## src/rtl/cfa_map.svh

```systemverilog
// Register offsets, field positions and reset values of the flag aggregator.
// Assumes byte addresses on a 32-bit AHB-Lite bus, one register per word.
`ifndef CFA_MAP_SVH
`define CFA_MAP_SVH

// Mailbox count and error-counter warning threshold (96)
`define CFA_NUM_MBX      32
`define CFA_WARN_LEVEL   8'h60

// Register byte offsets, decoded on haddr[7:0]
`define CFA_OFS_TXACK    8'h00
`define CFA_OFS_RXPEND   8'h04
`define CFA_OFS_ABORTACK 8'h08
`define CFA_OFS_LOSTMSG  8'h0c
`define CFA_OFS_TIMEOUT  8'h10
`define CFA_OFS_MBXMASK  8'h14
`define CFA_OFS_MBXLEVEL 8'h18
`define CFA_OFS_GLBMASK  8'h1c
`define CFA_OFS_LINE0    8'h20
`define CFA_OFS_LINE1    8'h24
`define CFA_OFS_MBXEN    8'h28

// Global mask register fields
`define CFA_GIM_LINE0EN  0
`define CFA_GIM_LINE1EN  1
`define CFA_GIM_SYSLINE  2
`define CFA_GIM_WARN     8
`define CFA_GIM_ERRPASS  9
`define CFA_GIM_BUSOFF   10
`define CFA_GIM_OVERWR   11
`define CFA_GIM_WAKEUP   12
`define CFA_GIM_WRDENY   13
`define CFA_GIM_ABORT    14
`define CFA_GIM_TSOVF    15
`define CFA_GIM_TMOUT    16
`define CFA_GIM_WMASK    32'h0001ff07

// Line flag register fields
`define CFA_GIF_MIV_HI   4
`define CFA_GIF_WARN     8
`define CFA_GIF_ERRPASS  9
`define CFA_GIF_BUSOFF   10
`define CFA_GIF_OVERWR   11
`define CFA_GIF_WAKEUP   12
`define CFA_GIF_WRDENY   13
`define CFA_GIF_ABORT    14
`define CFA_GIF_MBX      15
`define CFA_GIF_TSOVF    16
`define CFA_GIF_TMOUT    17
`define CFA_GIF_W1CMASK  32'h00013f00

// Reset values
`define CFA_RST_WORD     32'h00000000

`endif

```

## src/rtl/cfa_pkg.sv

```systemverilog
// Types shared by the flag aggregator and its bench.
// Assumes cfa_map.svh supplies all numeric constants.
package cfa_pkg;
  typedef logic [31:0] cfa_word_t;
  typedef logic [4:0]  cfa_mbx_num_t;
endpackage

```

## src/rtl/cfa_flag_aggregator.sv

```systemverilog
// CAN interrupt flag aggregator: mailbox status bits, two line flag
// registers, masks and two interrupt lines behind an AHB-Lite slave.
// Assumes event inputs are one-cycle pulses from logic on the same clock.
// Only haddr[7:0] is decoded, so the register image repeats; hsize is
// ignored and every access is taken as a full word.
//
// Operation
// Warning flag on counter reaching 96, write-one clear
// Error-passive entry sets flag, write-one clear
// Bus-off entry sets flag, write-one clear
// Overwrite flag clears with pending-receive bit clear
// Wake-up flag on leaving power-down, write-one clear
// Refused mailbox write sets flag, write-one clear
// Abort flag follows abort-acknowledge bits
// Mailbox event flag routed by mailbox level
// Timestamp top bit rising sets flag
// Timeout flag follows timeout bits, mailbox-routed
// System flags by global level, mailbox by own
// Line released when nothing else pending
// Per-mailbox level bit selects line
// Per-mailbox mask; disabled mailboxes stay silent (the overwrite flag is still set for disabled or masked mailboxes)
// Global mask field layout
// Mailbox flag bit 15, abort 14, overwrite 11
// Low five bits show mailbox number
// Overwrite comes with mailbox event; lost bits
// Write one clears pending-receive or transmit-acknowledge
// Mailbox flag bit not writable in flag registers
// Number field shows highest pending mailbox
// First enabled flag activates its line
// Thirty-two mailboxes, each on either line
// Set beats simultaneous clear
//
// Local design decisions: the address map and register access over AHB-Lite.
`timescale 1ns/10ps
`include "cfa_map.svh"

module cfa_flag_aggregator (
  input  wire logic        clk,
  input  wire logic        reset,
  // AHB-Lite slave
  input  wire logic        hsel,
  input  wire logic [31:0] haddr,
  input  wire logic [1:0]  htrans,
  input  wire logic        hwrite,
  input  wire logic [2:0]  hsize,
  input  wire logic [31:0] hwdata,
  input  wire logic        hready,
  output logic      [31:0] hrdata,
  output logic             hreadyout,
  output logic             hresp,
  // Protocol engine events
  input  wire logic [7:0]  txErrCount,
  input  wire logic [7:0]  rxErrCount,
  input  wire logic        errPassiveEnter,
  input  wire logic        busOffEnter,
  input  wire logic        wakeupEvent,
  input  wire logic        writeDenied,
  input  wire logic [31:0] timestampCounter,
  input  wire logic [31:0] txDone,
  input  wire logic [31:0] rxDone,
  input  wire logic [31:0] abortDone,
  input  wire logic [31:0] timeoutHit,
  // Interrupt lines
  output logic             irqLine0,
  output logic             irqLine1
);

  cfa_pkg::cfa_word_t txAck_r;
  cfa_pkg::cfa_word_t rxPend_r;
  cfa_pkg::cfa_word_t abortAck_r;
  cfa_pkg::cfa_word_t lostMsg_r;
  cfa_pkg::cfa_word_t timeoutStat_r;
  cfa_pkg::cfa_word_t mbxMask_r;
  cfa_pkg::cfa_word_t mbxLevel_r;
  cfa_pkg::cfa_word_t glbMask_r;
  cfa_pkg::cfa_word_t mbxEnable_r;
  cfa_pkg::cfa_word_t sysFlag_r [2];
  cfa_pkg::cfa_word_t lineFlags [2];
  cfa_pkg::cfa_word_t lineVal   [2];
  logic               lineIrq   [2];

  logic               wrPend_r;
  logic         [7:0] wrAddr_r;
  logic               warnPrev_r;
  logic               tsMsbPrev_r;
  logic               edgeArm_r;
  logic         [31:0] hrdata_r;

  logic               addrPhase;
  logic         [7:0] wrOfs;
  cfa_pkg::cfa_word_t wrData;
  cfa_pkg::cfa_word_t txAckClr;
  cfa_pkg::cfa_word_t rxPendClr;
  cfa_pkg::cfa_word_t abortClr;
  cfa_pkg::cfa_word_t timeoutClr;
  cfa_pkg::cfa_word_t lineW1c   [2];
  cfa_pkg::cfa_word_t lostSet;
  cfa_pkg::cfa_word_t sysSet;
  logic               warnNow;
  logic               sysLine;
  logic               overwrClr;
  cfa_pkg::cfa_word_t mbxLive;

  // Highest set bit of a mailbox vector as a mailbox number
  function automatic cfa_pkg::cfa_mbx_num_t highestMbx(input cfa_pkg::cfa_word_t vec);
    cfa_pkg::cfa_mbx_num_t num;
    num = 5'h00;
    for (int i = 0; i < `CFA_NUM_MBX; i++) begin
      if (vec[i]) begin
        num = 5'(i);
      end
    end
    return num;
  endfunction

  // Register read mux, unmapped offsets read zero
  function automatic cfa_pkg::cfa_word_t readReg(input logic [7:0] ofs);
    cfa_pkg::cfa_word_t val;
    val = `CFA_RST_WORD;
    unique case (ofs)
      `CFA_OFS_TXACK:    val = txAck_r;
      `CFA_OFS_RXPEND:   val = rxPend_r;
      `CFA_OFS_ABORTACK: val = abortAck_r;
      `CFA_OFS_LOSTMSG:  val = lostMsg_r;
      `CFA_OFS_TIMEOUT:  val = timeoutStat_r;
      `CFA_OFS_MBXMASK:  val = mbxMask_r;
      `CFA_OFS_MBXLEVEL: val = mbxLevel_r;
      `CFA_OFS_GLBMASK:  val = glbMask_r;
      `CFA_OFS_LINE0:    val = lineVal[0];
      `CFA_OFS_LINE1:    val = lineVal[1];
      `CFA_OFS_MBXEN:    val = mbxEnable_r;
      default:           val = `CFA_RST_WORD;
    endcase
    return val;
  endfunction

  // Bus decode: zero-wait slave, write lands in the data phase
  assign addrPhase = hsel & htrans[1] & hready;
  assign wrOfs     = wrAddr_r;
  assign wrData    = wrPend_r ? hwdata : `CFA_RST_WORD;

  // Data-phase tracking; address kept for the write decode
  always_ff @(posedge clk or posedge reset) begin
    if (reset) begin
      wrPend_r <= 1'b0;
      wrAddr_r <= 8'h00;
    end else if (hready) begin
      wrPend_r <= addrPhase & hwrite;
      wrAddr_r <= haddr[7:0];
    end
  end

  // Read data captured at the address phase
  always_ff @(posedge clk or posedge reset) begin
    if (reset) begin
      hrdata_r <= `CFA_RST_WORD;
    end else if (addrPhase & ~hwrite) begin
      hrdata_r <= readReg(haddr[7:0]);
    end
  end

  // Ready from the first edge after reset, always OKAY
  always_ff @(posedge clk or posedge reset) begin
    if (reset) begin
      hreadyout <= 1'b0;
      hresp     <= 1'b0;
    end else begin
      hreadyout <= 1'b1;
      hresp     <= 1'b0;
    end
  end

  // Read data straight from its flip-flop
  assign hrdata = hrdata_r;

  // Write-one-clear strobes for status bits
  assign txAckClr   = (wrOfs == `CFA_OFS_TXACK)    ? wrData : `CFA_RST_WORD;
  assign rxPendClr  = (wrOfs == `CFA_OFS_RXPEND)   ? wrData : `CFA_RST_WORD;
  assign abortClr   = (wrOfs == `CFA_OFS_ABORTACK) ? wrData : `CFA_RST_WORD;
  assign timeoutClr = (wrOfs == `CFA_OFS_TIMEOUT)  ? wrData : `CFA_RST_WORD;
  // Mailbox flag bit is outside the write mask
  assign lineW1c[0] = (wrOfs == `CFA_OFS_LINE0) ? (wrData & `CFA_GIF_W1CMASK) : 32'h0;
  assign lineW1c[1] = (wrOfs == `CFA_OFS_LINE1) ? (wrData & `CFA_GIF_W1CMASK) : 32'h0;

  // Mailbox status bits, set beats clear
  always_ff @(posedge clk or posedge reset) begin
    if (reset) begin
      txAck_r       <= `CFA_RST_WORD;
      rxPend_r      <= `CFA_RST_WORD;
      abortAck_r    <= `CFA_RST_WORD;
      timeoutStat_r <= `CFA_RST_WORD;
    end else begin
      txAck_r       <= (txAck_r & ~txAckClr) | txDone;
      rxPend_r      <= (rxPend_r & ~rxPendClr) | rxDone;
      abortAck_r    <= (abortAck_r & ~abortClr) | abortDone;
      timeoutStat_r <= (timeoutStat_r & ~timeoutClr) | timeoutHit;
    end
  end

  // Overwrite: reception into a still-pending mailbox
  assign lostSet   = rxDone & rxPend_r;
  assign overwrClr = |(rxPendClr & lostMsg_r);

  // Lost-message bits name the overwritten mailbox
  always_ff @(posedge clk or posedge reset) begin
    if (reset) begin
      lostMsg_r <= `CFA_RST_WORD;
    end else begin
      lostMsg_r <= (lostMsg_r & ~rxPendClr) | lostSet;
    end
  end

  // Software configuration registers
  always_ff @(posedge clk or posedge reset) begin
    if (reset) begin
      mbxMask_r   <= `CFA_RST_WORD;
      mbxLevel_r  <= `CFA_RST_WORD;
      glbMask_r   <= `CFA_RST_WORD;
      mbxEnable_r <= `CFA_RST_WORD;
    end else if (wrPend_r) begin
      if (wrOfs == `CFA_OFS_MBXMASK) begin
        mbxMask_r <= hwdata;
      end
      if (wrOfs == `CFA_OFS_MBXLEVEL) begin
        mbxLevel_r <= hwdata;
      end
      if (wrOfs == `CFA_OFS_GLBMASK) begin
        glbMask_r <= hwdata & `CFA_GIM_WMASK;
      end
      if (wrOfs == `CFA_OFS_MBXEN) begin
        mbxEnable_r <= hwdata;
      end
    end
  end

  // Mailboxes allowed to interrupt: unmasked and enabled
  assign mbxLive = mbxMask_r & mbxEnable_r;

  // Edge detectors for warning level and timestamp top bit
  assign warnNow = (txErrCount >= `CFA_WARN_LEVEL) | (rxErrCount >= `CFA_WARN_LEVEL);

  // Previous levels of the edge-detected inputs
  always_ff @(posedge clk or posedge reset) begin
    if (reset) begin
      warnPrev_r  <= 1'b0;
      tsMsbPrev_r <= 1'b0;
    end else begin
      warnPrev_r  <= warnNow;
      tsMsbPrev_r <= timestampCounter[31];
    end
  end

  // Timestamp edge armed one edge after reset: a counter already past
  // its top bit at release must not look like an overflow
  always_ff @(posedge clk or posedge reset) begin
    if (reset) begin
      edgeArm_r <= 1'b0;
    end else begin
      edgeArm_r <= 1'b1;
    end
  end

  // System event set vector in flag-register positions
  always_comb begin
    sysSet = `CFA_RST_WORD;
    sysSet[`CFA_GIF_WARN]    = warnNow & ~warnPrev_r;
    sysSet[`CFA_GIF_ERRPASS] = errPassiveEnter;
    sysSet[`CFA_GIF_BUSOFF]  = busOffEnter;
    sysSet[`CFA_GIF_OVERWR]  = |lostSet;
    sysSet[`CFA_GIF_WAKEUP]  = wakeupEvent;
    sysSet[`CFA_GIF_WRDENY]  = writeDenied;
    sysSet[`CFA_GIF_TSOVF]   = edgeArm_r & timestampCounter[31] & ~tsMsbPrev_r;
  end

  // System flags follow the global level bit
  assign sysLine = glbMask_r[`CFA_GIM_SYSLINE];

  // Per-line logic: sticky system flags, derived flags, line output
  generate
    for (genvar ln = 0; ln < 2; ln++) begin : gLine
      cfa_pkg::cfa_word_t lineSel;
      cfa_pkg::cfa_word_t mbxAct;
      cfa_pkg::cfa_word_t setHere;
      cfa_pkg::cfa_word_t ovrKill;
      cfa_pkg::cfa_word_t enVec;

      // Mailboxes whose level bit picks this line
      assign lineSel = (ln == 1) ? mbxLevel_r : ~mbxLevel_r;
      assign mbxAct  = (txAck_r | rxPend_r) & mbxLive & lineSel;
      assign setHere = ((sysLine == 1'(ln)) ? sysSet : 32'h0);
      assign ovrKill = overwrClr ? (32'h1 << `CFA_GIF_OVERWR) : 32'h0;

      always_ff @(posedge clk or posedge reset) begin
        if (reset) begin
          sysFlag_r[ln] <= `CFA_RST_WORD;
        end else begin
          sysFlag_r[ln] <= (sysFlag_r[ln] & ~lineW1c[ln] & ~ovrKill) | setHere;
        end
      end

      // Visible flag bits of this line
      always_comb begin
        lineFlags[ln] = sysFlag_r[ln] & `CFA_GIF_W1CMASK;
        lineFlags[ln][`CFA_GIF_OVERWR] = sysFlag_r[ln][`CFA_GIF_OVERWR];
        lineFlags[ln][`CFA_GIF_ABORT]  = (|(abortAck_r & mbxEnable_r)) & (sysLine == 1'(ln));
        lineFlags[ln][`CFA_GIF_MBX]    = |mbxAct;
        lineFlags[ln][`CFA_GIF_TMOUT]  = |(timeoutStat_r & mbxEnable_r & lineSel);
      end

      // Read value with the pending mailbox number in the low bits
      always_comb begin
        lineVal[ln] = lineFlags[ln];
        lineVal[ln][`CFA_GIF_MIV_HI:0] = highestMbx(mbxAct);
      end

      // Enable vector aligned to the flag positions
      always_comb begin
        enVec = `CFA_RST_WORD;
        enVec[`CFA_GIF_WARN]    = glbMask_r[`CFA_GIM_WARN];
        enVec[`CFA_GIF_ERRPASS] = glbMask_r[`CFA_GIM_ERRPASS];
        enVec[`CFA_GIF_BUSOFF]  = glbMask_r[`CFA_GIM_BUSOFF];
        enVec[`CFA_GIF_OVERWR]  = glbMask_r[`CFA_GIM_OVERWR];
        enVec[`CFA_GIF_WAKEUP]  = glbMask_r[`CFA_GIM_WAKEUP];
        enVec[`CFA_GIF_WRDENY]  = glbMask_r[`CFA_GIM_WRDENY];
        enVec[`CFA_GIF_ABORT]   = glbMask_r[`CFA_GIM_ABORT];
        enVec[`CFA_GIF_MBX]     = 1'b1;
        enVec[`CFA_GIF_TSOVF]   = glbMask_r[`CFA_GIM_TSOVF];
        enVec[`CFA_GIF_TMOUT]   = glbMask_r[`CFA_GIM_TMOUT];
      end

      // Line asserts while its enable bit is set and any enabled flag is pending
      assign lineIrq[ln] = glbMask_r[ln] & (|(lineFlags[ln] & enVec));
    end
  endgenerate

  // Interrupt outputs straight from flip-flops
  always_ff @(posedge clk or posedge reset) begin
    if (reset) begin
      irqLine0 <= 1'b0;
      irqLine1 <= 1'b0;
    end else begin
      irqLine0 <= lineIrq[0];
      irqLine1 <= lineIrq[1];
    end
  end

endmodule

```

## config.mk

```make
export PLATFORM = sky130hd
export DESIGN_NAME = cfa_flag_aggregator
export DESIGN_NICKNAME = d
export VERILOG_FILES = /design/src/rtl/cfa_pkg.sv /design/src/rtl/cfa_flag_aggregator.sv
export VERILOG_INCLUDE_DIRS = /design/src /design/src/rtl
export SDC_FILE = /design/constraint.sdc
export NUM_CORES = 1
export LEC_CHECK = 0
export BUFFER_PORTS_ARGS = -buffer_cell sky130_fd_sc_hd__buf_2
export CAP_MARGIN = 30
export CORE_MARGIN = 1.5
export CORE_UTILIZATION = 45
export CTS_CLUSTER_SIZE = 40
export DETAILED_ROUTE_END_ITERATION = 8
export PLACE_DENSITY_LB_ADDON = 0.12
export SYNTH_ARGS = -nofsm -noshare
export SYNTH_HDL_FRONTEND = slang
export SYNTH_SLANG_ARGS = --single-unit
export TNS_END_PERCENT = 50
```

## constraint.sdc

```tcl
create_clock -name clk -period 11.09 [get_ports clk]
set_clock_uncertainty 0.15 [all_clocks]
set_input_delay 1.109 -clock clk [delete_from_list [all_inputs] [get_ports clk]]
set_output_delay 1.109 -clock clk [all_outputs]
set_load 0.005 [all_outputs]
```

Yosys cells after proc, flatten, opt, wreduce, memory -nomap -nowiden --
Cells that the tools add are included.
Cells by class: order comparisons 2, equal/unequal tests 19, muxes and demuxes 73, bitwise operators 53, reductions and logical operators 15
Operators with widths (count):
- 32-bit AND | 19
- 32-bit case mux with 11 select lines | 1
- 5-bit two-way mux | 60
- 32-bit OR reduction | 9
- 32-bit OR | 6
- 32-bit two-way mux | 5
- 32-bit NOT | 5
- 17-bit two-way mux | 4
- 8-bit by 5-bit == test with 1-bit output, second input constant | 8
- 17-bit NOT with 32-bit output | 2
- 32-bit by 17-bit OR with 32-bit output | 2
- 8-bit by 6-bit == test with 1-bit output, second input constant | 6
- 18-bit AND | 2
- 12-bit NOT with 32-bit output | 1
- 8-bit by 4-bit == test with 1-bit output, second input constant | 3
- 8-bit by 3-bit == test with 1-bit output, second input constant | 2
- 8-bit by 7-bit >= comparator with 1-bit output, second input constant | 2
- 8-bit zero test | 2
- 12-bit two-way mux | 1
- 1-bit AND | 11
- 2-bit AND reduction | 4
- 1-bit NOT | 4
- 1-bit two-way mux | 2
- 1-bit OR | 1
Storage, ports and cells: register bits 378, input port bits 254, output and inout bits 36, logic and storage cells 181

Logic depth before layout (Yosys ltp) --
word-level depth 35, gate-level depth with buffers 10

Worst setup path after synthesis --
Ideal clock, no wire load.
kind input to register, from input haddr[2], to register hrdata_r[13], in the netlist hrdata[13], setup time 0.077 ns, data arrival time 2.689 ns, required time 10.863 ns, slack 8.174 ns, cell stages on the path 8, path buffers 3, cells stage by stage buf_2 > or4_4 > nor2_1 > buf_2 > buf_2 > a221oi_1 > and3_1 > o21ai_1
On the way: word-level cells in the longest chain between the ends 2, elaborated cells on any way between the ends 12
Ends and longest elaborated chain:
- start: declaration | RTL line cfa_flag_aggregator.sv:42 | input wire logic [31:0] haddr,
- 8-bit by 6-bit == test with 1-bit output, or another cell as far along | RTL line cfa_flag_aggregator.sv:120 | unique case (ofs)
- 32-bit case mux with 11 select lines (*) | RTL line cfa_flag_aggregator.sv:120
- end signal: assignment | RTL line cfa_flag_aggregator.sv:156 | hrdata_r <= `CFA_RST_WORD;
- end signal: assignment | RTL line cfa_flag_aggregator.sv:158 | hrdata_r <= readReg(haddr[7:0]);
- end: declaration | RTL line cfa_flag_aggregator.sv:87 | logic [31:0] hrdata_r;
Every way passes the cells marked *; elsewhere a longest branch is shown, timed or not. A chain may end at the register's enable or synchronous reset.

Worst setup path in the final report --
from input hready, to register hrdata_r[2], in the netlist hrdata[2]
On the way: word-level cells in the longest chain between the ends 2
Ends and longest elaborated chain:
- start: declaration | RTL line cfa_flag_aggregator.sv:47 | input wire logic hready,
- 1-bit AND | RTL line cfa_flag_aggregator.sv:138 | assign addrPhase = hsel & htrans[1] & hready;
- 1-bit AND | RTL line cfa_flag_aggregator.sv:157 | end else if (addrPhase & ~hwrite) begin
No other way between the ends.

==> impl_metrics.json <==
{
  "remaining_drc_errors": 0,
  "n_antenna_cell": 0,
  "synth-seq-area-share_pct": 49.8,
  "antenna_found_initial": 1,
  "synth_most_common_cell": "dfrtp_1",
  "rows": 69,
  "synth_warnings": 0,
  "rsz0062_at_grt": "no",
  "worstMarginPinSlew_ns": 0.992,
  "clockBufferDepth": 3,
  "slew_viol_final": 0,
  "end_kind": "register",
  "ir_drop_v": 0.000112,
  "track_usage_pct": 35.6,
  "netlist_instances": 1564,
  "grt_max_degree": 102,
  "die-area_mm2": 0.0378,
  "yosys.area.top_type_share_pct": 49.8,
  "cts-root-buf": "clkbuf_16",
  "final_area_mm2": 0.0194,
  "cts_inserted_buffers": 38,
  "synth.distinct_cells": 75,
  "clk_latency_ns": 0.55,
  "cts_sinks": 328,
  "numPortBuffers": 219,
  "hp-class": "register to register",
  "gp_congestion": 0.983,
  "grt_pass1_vias": 14900,
  "ant_nets": 0,
  "synth_ff_type": "dfrtp_1",
  "cts_tree": "built",
  "die_h_um": 194,
  "chipWidth_um": 194,
  "coreArea_mm2": 0.0358,
  "avgSynthCellArea_um2": 10.5,
  "h-tree-depth": 2,
  "maxSlewHeadroom_pct": 33.8,
  "crit_arrival_ns": 3.66,
  "gr-total-overflow": 0,
  "holdBufCountCts": 0,
  "areaGrowthSynthToFinish_pct": 18.0,
  "drv_cap": 0,
  "firstDrtPassIters": 8,
  "finish.utilization_pct": 54.3,
  "clk_pin_slew_ns": 0.06,
  "fmax_mhz": 300,
  "wl_um": 67700,
  "cp_max_fo": 34,
  "power_mw": 2.81,
  "vias_per_cell": 6.80,
  "cts_resized": 0,
  "synth_edf_count": 0,
  "post_cts_buffers": 0,
  "io_pins": 290,
  "setup_viol": 0,
  "outcome": "completed",
  "netlist_area_mm2": 0.0165,
  "nNetsFinal": 2017,
  "grt_pass1_wl_um": 99300,
  "synth_top_cell_by_area": "dfrtp_1",
  "synth_common_cells": "dfrtp_1 (328), nand3_1 (175), a21o_1 (129), nand2_1 (111), mux2_2 (109)",
  "num_vias": 15300,
  "hold_viol": 0,
  "wl_per_cell_um": 30.1,
  "stdcell_count": 2250,
  "timing.final.ws_setup_ns": 7.75,
  "synthTopCellsByArea": "dfrtp_1 (50%), mux2_2 (7.4%), a21o_1 (5.9%)",
  "start_kind": "input port",
  "dp_hpwl_um": 48800,
  "p_leak_nw": 7.61,
  "synth-seq-cells": 328,
  "placed_area_mm2": 0.0181,
  "setup_tns_ns": 0,
  "drive_gt1_share_pct": 24.8,
  "place_inst": 2183,
  "synth_async_sr_flop_share_pct": 100,
  "p_per_area_mw_per_mm2": 145,
  "fin_crit_sh_pct": 30.1,
  "critPathKind": "input port to register",
  "dpl_worst_slack_ns": 7.16,
  "holdWs_ns": 0.332,
  "crit_required_ns": 11.41,
  "synth.net_count": 1818,
  "period_needed_ns": 3.34,
  "initial_core_util_pct": 46.0,
  "dr.first_iter.drc_count": 1952
}
flip-flops by register name, indices dropped and copies added, names as in the netlist, 32 cells and up:
name           flops
mbxMask_r         32
hrdata            32
txAck_r           32
abortAck_r        32
gLine.lineSel     32
mbxEnable_r       32
timeoutStat_r     32
lostMsg_r         32
rxPend_r          32
area by class of cell:
class	count	area [um2]
clock inverters	10	156
well taps	461	577
repair buffers	253	1470
inverters	15	63.8
flip-flops and latches	328	8210
clock buffers	56	1120
multi-input cells	1127	7850
fillers	3228	16400
cells in the final DEF (no fill, tap or decap), types with 25 or more instances in the layout:
cell type	count
a21o_1	129
buf_2	220
a222oi_1	34
o21ai_1	29
a21oi_1	32
nand3_1	174
o2111ai_1	28
o22ai_1	27
buf_4	25
nor2_1	46
a22o_1	61
clkbuf_16	39
mux2_2	109
o211ai_1	34
nand2_1	111
dfrtp_1	327
a22oi_1	107
kinds of logic after synthesis:
family	after synthesis	share of synthesized area, %
mux	119	8.12
buf+inv	109	2.80
other cells	2	0.0456
flops	328	49.8
compound gates	559	25.6
simple gates	447	13.6
where the power goes:
group | switching [mW] | internal [mW] | leakage [nW]
clock network | 0.504 | 0.790 | 0.626
registers | 0.0521 | 1.23 | 3.39
logic | 0.150 | 0.0899 | 3.59
total | 0.706 | 2.11 | 7.61
metal layers:
layer  share of wire [%]  wire length (um)  track usage (%)
met5               0.021                14                0
met4                 3.5              2360             12.0
met3                 9.1              6150             7.04
met1                  42             28700             50.2
met2                  45             30500             54.9
worst max-delay path, cell delays in order:
cell and delay, ns:
buf_2 0.22, nand4b_1 0.12, buf_4 0.34, nor4b_1 0.45
o21ai_2 0.09, buf_4 0.29, inv_1 0.59, o311a_1 0.33
a221o_1 0.12
path summary, 6_finish.rpt:
| kind | start | end | slack [ns] | depth (start not counted) |
|---|---|---|---|---|
| setup / recovery | hready | hrdata[2]$_DFFE_PP0P_ | 7.75 | 9 |
| hold / removal | hrdata[17]$_DFFE_PP0P_ | hrdata[17]$_DFFE_PP0P_ | 0.33 | 1 |
| setup reg to reg | rxPend_r[30]$_DFF_PP0_ | hrdata[15]$_DFFE_PP0P_ | 8.09 | 7 |
| hold reg to reg | hrdata[17]$_DFFE_PP0P_ | hrdata[17]$_DFFE_PP0P_ | 0.33 | 1 |
| max in group asynchronous | reset | rxPend_r[28]$_DFF_PP0_ | 8.28 | 5 |
| min in group asynchronous | reset | edgeArm_r$_DFF_PP0_ | 0.53 | 2 |
No activity file was read; power rests on OpenSTA's default activity.
